`config.mk`:
```
export PLATFORM = sky130hd
export DESIGN_NAME = fld_log_decode
export DESIGN_NICKNAME = d
export VERILOG_FILES = /design/src/logic/fld_pkg.sv /design/src/logic/fld_log_decode.sv
export SDC_FILE = /design/constraint.sdc
export NUM_CORES = 1
export LEC_CHECK = 0
export ABC_AREA = 1
export ABC_CLOCK_PERIOD_IN_PS = 3500
export BUFFER_PORTS_ARGS = -buffer_cell sky130_fd_sc_hd__buf_4
export CORE_AREA = 4 4 187 189
export DETAILED_ROUTE_END_ITERATION = 10
export DIE_AREA = 0 0 191 193
export GPL_TIMING_DRIVEN = 0
export SKIP_CTS_REPAIR_TIMING = 1
export SLEW_MARGIN = 20
export SYNTH_ARGS = -nofsm -noshare
export SYNTH_HDL_FRONTEND = slang
export SYNTH_SLANG_ARGS = --single-unit
```
`constraint.sdc`:
```
create_clock -name clock_i -period 3.5 [get_ports clock_i]
set_input_delay 0.175 -clock clock_i [delete_from_list [all_inputs] [get_ports clock_i]]
set_output_delay 0.175 -clock clock_i [all_outputs]
set_load 0.02 [all_outputs]
```
`src/logic/fld_pkg.sv`:
```
// Package for the logarithm instruction decoder: fields, codes, reset values
package fld_pkg;
  localparam int FLD_CP_ID_W = 3;
  localparam logic [3:0] FLD_LINE_F = 4'hf;
  localparam logic [2:0] FLD_TYPE_GENERAL = 3'h0;
  localparam logic [2:0] FLD_CP_ID_RST = 3'h1;
  localparam logic [6:0] FLD_OP_LOG10 = 7'h15;
  localparam logic [6:0] FLD_OP_LOG2 = 7'h16;
  localparam logic [2:0] FLD_FMT_LONG = 3'h0;
  localparam logic [2:0] FLD_FMT_SINGLE = 3'h1;
  localparam logic [2:0] FLD_FMT_EXT = 3'h2;
  localparam logic [2:0] FLD_FMT_PACKED = 3'h3;
  localparam logic [2:0] FLD_FMT_WORD = 3'h4;
  localparam logic [2:0] FLD_FMT_DOUBLE = 3'h5;
  localparam logic [2:0] FLD_FMT_BYTE = 3'h6;
  localparam logic [7:0] FLD_EXC_RST = 8'h00;
  localparam logic [4:0] FLD_ACC_RST = 5'h00;
  // Exception byte bit positions
  localparam int FLD_EXC_BRANCH_UNORDERED_FLAG = 7;
  localparam int FLD_EXC_SIGNALLING_NAN_FLAG = 6;
  localparam int FLD_EXC_OPERAND_ERROR_FLAG = 5;
  localparam int FLD_EXC_OVERFLOW_FLAG = 4;
  localparam int FLD_EXC_UNDERFLOW_FLAG = 3;
  localparam int FLD_EXC_DZ = 2;
  localparam int FLD_EXC_OPERATION_INEXACT_FLAG = 1;
  localparam int FLD_EXC_DECIMAL_INPUT_INEXACT_FLAG = 0;
  // Accrued byte bit positions
  localparam int FLD_ACC_IOP = 4;
  localparam int FLD_ACC_OVERFLOW_FLAG = 3;
  localparam int FLD_ACC_UNDERFLOW_FLAG = 2;
  localparam int FLD_ACC_DZ = 1;
  localparam int FLD_ACC_INEX = 0;

  typedef struct packed {
    logic [3:0] line;
    logic [2:0] cp_id;
    logic [2:0] kind;
    logic [2:0] ea_mode;
    logic [2:0] ea_reg;
  } fld_word1_t;

  typedef struct packed {
    logic zero15;
    logic rm;
    logic zero13;
    logic [2:0] src_spec;
    logic [2:0] dst_reg;
    logic [6:0] opmode;
  } fld_word2_t;

  // Source operand class as seen after conversion to extended precision
  typedef struct packed {
    logic sign;
    logic is_zero;
    logic is_inf;
    logic is_nan;
    logic is_signalling_nan_flag;
    logic inexact;
    logic decimal_inexact;
  } fld_class_t;

  typedef struct packed {
    logic valid;
    logic log_two;
    logic rm;
    logic [2:0] src_reg;
    logic [2:0] fmt;
    logic [2:0] dst_reg;
    logic [2:0] ea_mode;
    logic [2:0] ea_reg;
    logic need_convert;
  } fld_decode_t;

  typedef enum logic [2:0] {
    FLD_IDLE = 3'b001,
    FLD_WAIT = 3'b010,
    FLD_DONE = 3'b100
  } fld_state_t;
endpackage

```
`src/logic/fld_log_decode.sv`:
```
// Logarithm instruction decoder with special-operand result and exception update
//
// Implementation choices: the strobed register port and the register addresses.
`timescale 1ns/1ps
`default_nettype none
module fld_log_decode #(
  parameter int RES_W = 80
) (
  // Clock and reset
  input wire logic clock_i,
  input wire logic rst_n_i,
  // Configuration
  input wire logic [fld_pkg::FLD_CP_ID_W-1:0] cp_id_i,
  // Instruction from host
  input wire logic cmd_valid_i,
  input wire fld_pkg::fld_word1_t word1_i,
  input wire fld_pkg::fld_word2_t word2_i,
  // Operand class and computed value from the arithmetic core
  input wire logic core_done_i,
  input wire fld_pkg::fld_class_t src_class_i,
  input wire logic [RES_W-1:0] core_result_i,
  input wire logic [RES_W-1:0] nan_value_i,
  input wire logic [RES_W-1:0] inf_pos_i,
  input wire logic [RES_W-1:0] inf_neg_i,
  // Decode towards the core
  output logic accept_o,
  output fld_pkg::fld_decode_t decode_o,
  output logic busy_o,
  // Register write back
  output logic wr_en_o,
  output logic [2:0] wr_reg_o,
  output logic [RES_W-1:0] wr_data_o,
  // Status bytes
  output logic [7:0] exc_byte_o,
  output logic [4:0] acc_byte_o,
  output logic irq_o
);
  import fld_pkg::*;

  fld_state_t state_q, state_d;
  fld_decode_t dec_q;
  logic accept_q;
  logic wr_en_q;
  logic [2:0] wr_reg_q;
  logic [RES_W-1:0] wr_data_q;
  logic [7:0] exc_q;
  logic [4:0] acc_q;
  logic irq_q;

  // First and second word matching
  wire logic id_hit;
  wire logic op_l10;
  wire logic op_l2;
  wire logic hit;
  wire logic take;
  wire fld_decode_t dec_w;
  assign id_hit = (word1_i.cp_id == cp_id_i);
  assign op_l10 = (word2_i.opmode == FLD_OP_LOG10);
  assign op_l2 = (word2_i.opmode == FLD_OP_LOG2);
  assign hit = (word1_i.line == FLD_LINE_F) && (word1_i.kind == FLD_TYPE_GENERAL) && id_hit
               && !word2_i.zero15 && !word2_i.zero13 && (op_l10 || op_l2);
  assign take = cmd_valid_i && hit && (state_q == FLD_IDLE);

  // Field decode; the effective-address fields are dropped when register to register
  assign dec_w.valid = 1'b1;
  assign dec_w.log_two = op_l2;
  assign dec_w.rm = word2_i.rm;
  assign dec_w.src_reg = word2_i.rm ? 3'h0 : word2_i.src_spec;
  assign dec_w.fmt = word2_i.rm ? word2_i.src_spec : FLD_FMT_EXT;
  assign dec_w.dst_reg = word2_i.dst_reg;
  assign dec_w.ea_mode = word2_i.rm ? word1_i.ea_mode : 3'h0;
  assign dec_w.ea_reg = word2_i.rm ? word1_i.ea_reg : 3'h0;
  assign dec_w.need_convert = word2_i.rm && (word2_i.src_spec != FLD_FMT_EXT);

  // Special-operand result selection
  wire logic neg_bad;
  wire logic is_zero;
  wire logic pos_inf;
  wire logic [RES_W-1:0] res_w;
  wire logic [7:0] exc_w;
  wire logic [4:0] acc_w;
  assign neg_bad = src_class_i.sign && !src_class_i.is_zero && !src_class_i.is_nan;
  assign is_zero = src_class_i.is_zero && !src_class_i.is_nan;
  assign pos_inf = src_class_i.is_inf && !src_class_i.sign && !src_class_i.is_nan;
  assign res_w = src_class_i.is_nan ? nan_value_i :
                 neg_bad ? nan_value_i :
                 is_zero ? inf_neg_i :
                 pos_inf ? inf_pos_i : core_result_i;
  assign exc_w[FLD_EXC_BRANCH_UNORDERED_FLAG] = 1'b0;
  assign exc_w[FLD_EXC_SIGNALLING_NAN_FLAG] = src_class_i.is_signalling_nan_flag;
  assign exc_w[FLD_EXC_OPERAND_ERROR_FLAG] = neg_bad;
  assign exc_w[FLD_EXC_OVERFLOW_FLAG] = 1'b0;
  assign exc_w[FLD_EXC_UNDERFLOW_FLAG] = 1'b0;
  assign exc_w[FLD_EXC_DZ] = is_zero;
  assign exc_w[FLD_EXC_OPERATION_INEXACT_FLAG] = src_class_i.inexact && !src_class_i.is_nan && !neg_bad && !is_zero
                                && !pos_inf;
  assign exc_w[FLD_EXC_DECIMAL_INPUT_INEXACT_FLAG] = (dec_q.rm && (dec_q.fmt == FLD_FMT_PACKED))
                                && src_class_i.decimal_inexact;
  // Accrual: sticky OR of the mapped new exception bits
  assign acc_w[FLD_ACC_IOP] = acc_q[FLD_ACC_IOP] | exc_w[FLD_EXC_BRANCH_UNORDERED_FLAG] | exc_w[FLD_EXC_SIGNALLING_NAN_FLAG]
                              | exc_w[FLD_EXC_OPERAND_ERROR_FLAG];
  assign acc_w[FLD_ACC_OVERFLOW_FLAG] = acc_q[FLD_ACC_OVERFLOW_FLAG] | exc_w[FLD_EXC_OVERFLOW_FLAG];
  assign acc_w[FLD_ACC_UNDERFLOW_FLAG] = acc_q[FLD_ACC_UNDERFLOW_FLAG] | (exc_w[FLD_EXC_UNDERFLOW_FLAG] & exc_w[FLD_EXC_OPERATION_INEXACT_FLAG]);
  assign acc_w[FLD_ACC_DZ] = acc_q[FLD_ACC_DZ] | exc_w[FLD_EXC_DZ];
  assign acc_w[FLD_ACC_INEX] = acc_q[FLD_ACC_INEX] | exc_w[FLD_EXC_DECIMAL_INPUT_INEXACT_FLAG] | exc_w[FLD_EXC_OPERATION_INEXACT_FLAG]
                               | exc_w[FLD_EXC_OVERFLOW_FLAG];
  wire logic finish;
  assign finish = (state_q == FLD_WAIT) && core_done_i;

  // Sequencing
  always_comb begin
    state_d = state_q;
    case (state_q)
      FLD_IDLE: begin
        if (take) begin
          state_d = FLD_WAIT;
        end
      end
      FLD_WAIT: begin
        if (core_done_i) begin
          state_d = FLD_DONE;
        end
      end
      FLD_DONE: begin
        state_d = FLD_IDLE;
      end
      default: begin
        state_d = FLD_IDLE;
      end
    endcase
  end

  always_ff @(posedge clock_i or negedge rst_n_i) begin
    if (!rst_n_i) begin
      state_q <= FLD_IDLE;
      dec_q <= '0;
      accept_q <= 1'b0;
    end else begin
      state_q <= state_d;
      accept_q <= take;
      if (take) begin
        dec_q <= dec_w;
      end else if (finish) begin
        dec_q.valid <= 1'b0;
      end
    end
  end

  always_ff @(posedge clock_i or negedge rst_n_i) begin
    if (!rst_n_i) begin
      wr_en_q <= 1'b0;
      wr_reg_q <= 3'h0;
      wr_data_q <= '0;
      exc_q <= FLD_EXC_RST;
      acc_q <= FLD_ACC_RST;
      irq_q <= 1'b0;
    end else begin
      wr_en_q <= finish;
      if (finish) begin
        wr_reg_q <= dec_q.dst_reg;
        wr_data_q <= res_w;
        exc_q <= exc_w;
        acc_q <= acc_w;
      end
      irq_q <= finish && (exc_w[FLD_EXC_OPERAND_ERROR_FLAG] || exc_w[FLD_EXC_DZ]);
    end
  end

  assign accept_o = accept_q;
  assign decode_o = dec_q;
  assign busy_o = state_q[1];
  assign wr_en_o = wr_en_q;
  assign wr_reg_o = wr_reg_q;
  assign wr_data_o = wr_data_q;
  assign exc_byte_o = exc_q;
  assign acc_byte_o = acc_q;
  assign irq_o = irq_q;
endmodule
`default_nettype wire

```
==> results.yml <==
placement:
  dp_cells: 1886
  port_buffers: 479
  place_congestion: 0.912
  hpwl_um: 29300
  place_area_um2: 11100
routing:
  wl_per_cell_um: 19.3
  first_iter_violations: 423
  wl_um: 37300
  detail-route-antenna-nets: 0
  drcViolationCount: 0
  vias: 8785
  via_per_inst: 4.55
  first_pass_iters: 5
critical_path:
  r2r-start: "state_q[0]"
  r2r_setup_slack_ns: 1.51
  worstSetupPathType: "flip-flop to flip-flop"
  crit_path_start_kind: "flip-flop"
  cpMostUsedCell: "a21oi_1"
  crit_start: "state_q[0]"
  worst-endpoint-arrival_ns: 2.33
  crit_chain: "nor3_4 > nand2_2 > clkbuf_1 > a21oi_1 > a21oi_1"
  r2r-end: "wr_data_o[79]"
  ff2ff_path_depth: 5
  slowest_stage: "clkbuf_1"
  worstPathMaxFanout: 10
  required_ns: 3.83
  max_stage_delay_ns: 0.71
  cp-end-kind: "flip-flop"
timing:
  finalHoldViolCount: 0
  rsz0062_at_grt: "no"
  tightest_slew_ns: 0.885
  setup_viol: 0
  fin_tns_setup_ns: 0
  max_freq_mhz: 502
  fin_crit_ns: 1.99
  period_share_pct: 56.9
  skew_ns: 0.0137
  holdWs_ns: 0.00947
  maxSlewViolCount: 0
  slew_headroom_pct: 41.0
clocking:
  cts_buffer_depth: 2
  cts.clk_slew.worst_paths_ns: 0.07
  numCtsBuffers: 17
  insertion_delay_ns: 0.41
  cts_tree: "built"
  cts.sinks: 116
  root_buffer: "clkbuf_16"
  cts_max_level: 4
grt:
  grt_max_degree: 61
  grt_pass1_wl_um: 52600
  overflow: 0
  grt_pass1_vias: 8899
  antenna_found_initial: 0
  grt_usage_pct: 18.8
worst_hold_path:
  min_to: "wr_data_o[59]"
  min_from: "nan_value_i[59]"
  min_path_cells: 3
  hold_path.class: "primary input to flip-flop"
yosys:
  synth_seq_area_share_pct: 42.3
  synth_top_area_share_pct: 41.9
  synth_largest_area_cell: "dfrtp_1"
  synthSimpleGateAreaFrac_pct: 29.2
  synthDistinctLibCells: 29
  syn_area_per_cell_um2: 7.20
  synth-seq-cells: 116
  syn-instance-count: 954
  synthXorXnorAreaFrac_pct: 0
  yosysWarnings: 0
  synth_compound_area_share_pct: 20.1
  synth_top_family_by_area: "simple AND/OR/NAND/NOR gates"
  synthTopCellsByArea: "dfrtp_1, nand2_1, a21oi_1"
  muxShareOfSynthArea_pct: 0
  syn_area_um2: 6870
  synthAdderAreaFrac_pct: 0
floorplan:
  core_um2: 33300
  die_y_um: 193
  die_x_um: 191
  pin_count: 485
  start_util_pct: 20.6
  dieArea_um2: 36900
  std_cell_rows: 67
outcome:
  status: "finished, final reports clean"
pwr:
  p_per_area_nw_per_um2: 322
  leakagePower_nw: 6.38
  ir_worst_vdd_v: 0.000284
finish:
  fillCellCount: 3598
  layout-drive-gt1-share_pct: 39.8
  design_area_um2: 11800
  n_antenna_cell: 0
  area_growth_pct: 71.4
  layout_common_cells: "buf_4, nand2_1, a21oi_1, dfrtp_1, o211ai_1"
  final_common_cell: "buf_4"
  fin_cells: 1931
  seqCellArea_um2: 2900
  fin_nets: 1836
  multi_input_area_um2: 3400
flow_run:
  drv_cap: 0
-- sequential cells by signal, indices dropped and copies added, names as in the netlist --
signal      count
wr_reg_o        3
irq_o           1
wr_data_o      80
wr_en_o         1
acc_byte_o      3
exc_byte_o      5
accept_o        1
decode_o       19
state_q         3
-- cells in the mapped netlist (all sizes together) --
cell type / number
a21oi: 144
buf: 59
clkbuf: 15
clkinv: 1
conb: 1
dfrtp: 115
dfstp: 1
inv: 35
nand2: 341
nand3: 64
nand3b: 2
nand4: 3
nor2: 84
nor3: 2
o211ai: 80
o21ai: 7
-- stage by stage --
step	setup slack [ns]	util [%]	total power, mW
after global placement	1.53	33.2	2.05
after floorplan	2.12	-	1.60
final	1.51	35.4	3.80
after CTS	1.46	35.0	3.83
after detailed placement	1.47	33.3	2.06
after global routing	1.39	35.4	3.97
-- kinds of logic (layout without fill, tap and decap cells) --
logic type | count (synthesis) | count (layout)
simple gates | 496 | 496
compound gates | 231 | 231
flops | 116 | 116
buf+inv | 110 | 635
other cells | 1 | 5
-- report_power, final --
part           total, mW  internal, mW  switching, mW
sequential          1.34          1.34       0.000619
clock               1.75         0.997          0.754
combinational      0.703         0.376          0.327
-- worst max-delay path by stage --
| stage | endpoint | slack, ns | cells past startpoint |
|---|---|---|---|
| 2_1_floorplan | decode_o[0] | 2.12 | 7 |
| 3_3_place_gp | wr_data_o[27] | 1.53 | 5 |
| 3_5_place_dp | wr_data_o[79] | 1.47 | 5 |
| 4_1_cts | wr_data_o[79] | 1.46 | 5 |
| 5_1_grt | wr_data_o[26] | 1.39 | 5 |
| 6_report | wr_data_o[79] | 1.51 | 5 |
-- critical path, delay by kind of cell, from the launching register on --
family | cells | cell delay (ns)
compound gates | 2 | 0.30
buf+inv | 1 | 0.71
flops | 1 | 0.55
simple gates | 2 | 0.34
-- final cells by class --
type / instances / area share (%)
Inverter: 36 / 1.18
Timing Repair Buffer: 493 / 31.9
Clock inverter: 15 / 1.24
Tap cell: 448 / 4.76
Multi-Input combinational cell: 732 / 28.9
Clock buffer: 17 / 3.61
Sequential cell: 116 / 24.7
Buffer: 74 / 3.75
-- per-layer routing --
layer | vias to the layer above | part of all wire (%) | GRT usage, % | routed length, µm
met5 | - | 0 | 0 | 0
met4 | 0 | 3.4 | 6.77 | 1260
met3 | 63 | 7.1 | 3.93 | 2660
met2 | 394 | 50 | 32.6 | 18500
met1 | 4127 | 40 | 23.2 | 14800
li1 | 4201 | - | - | -
No activity file was read; power rests on OpenSTA's default activity.
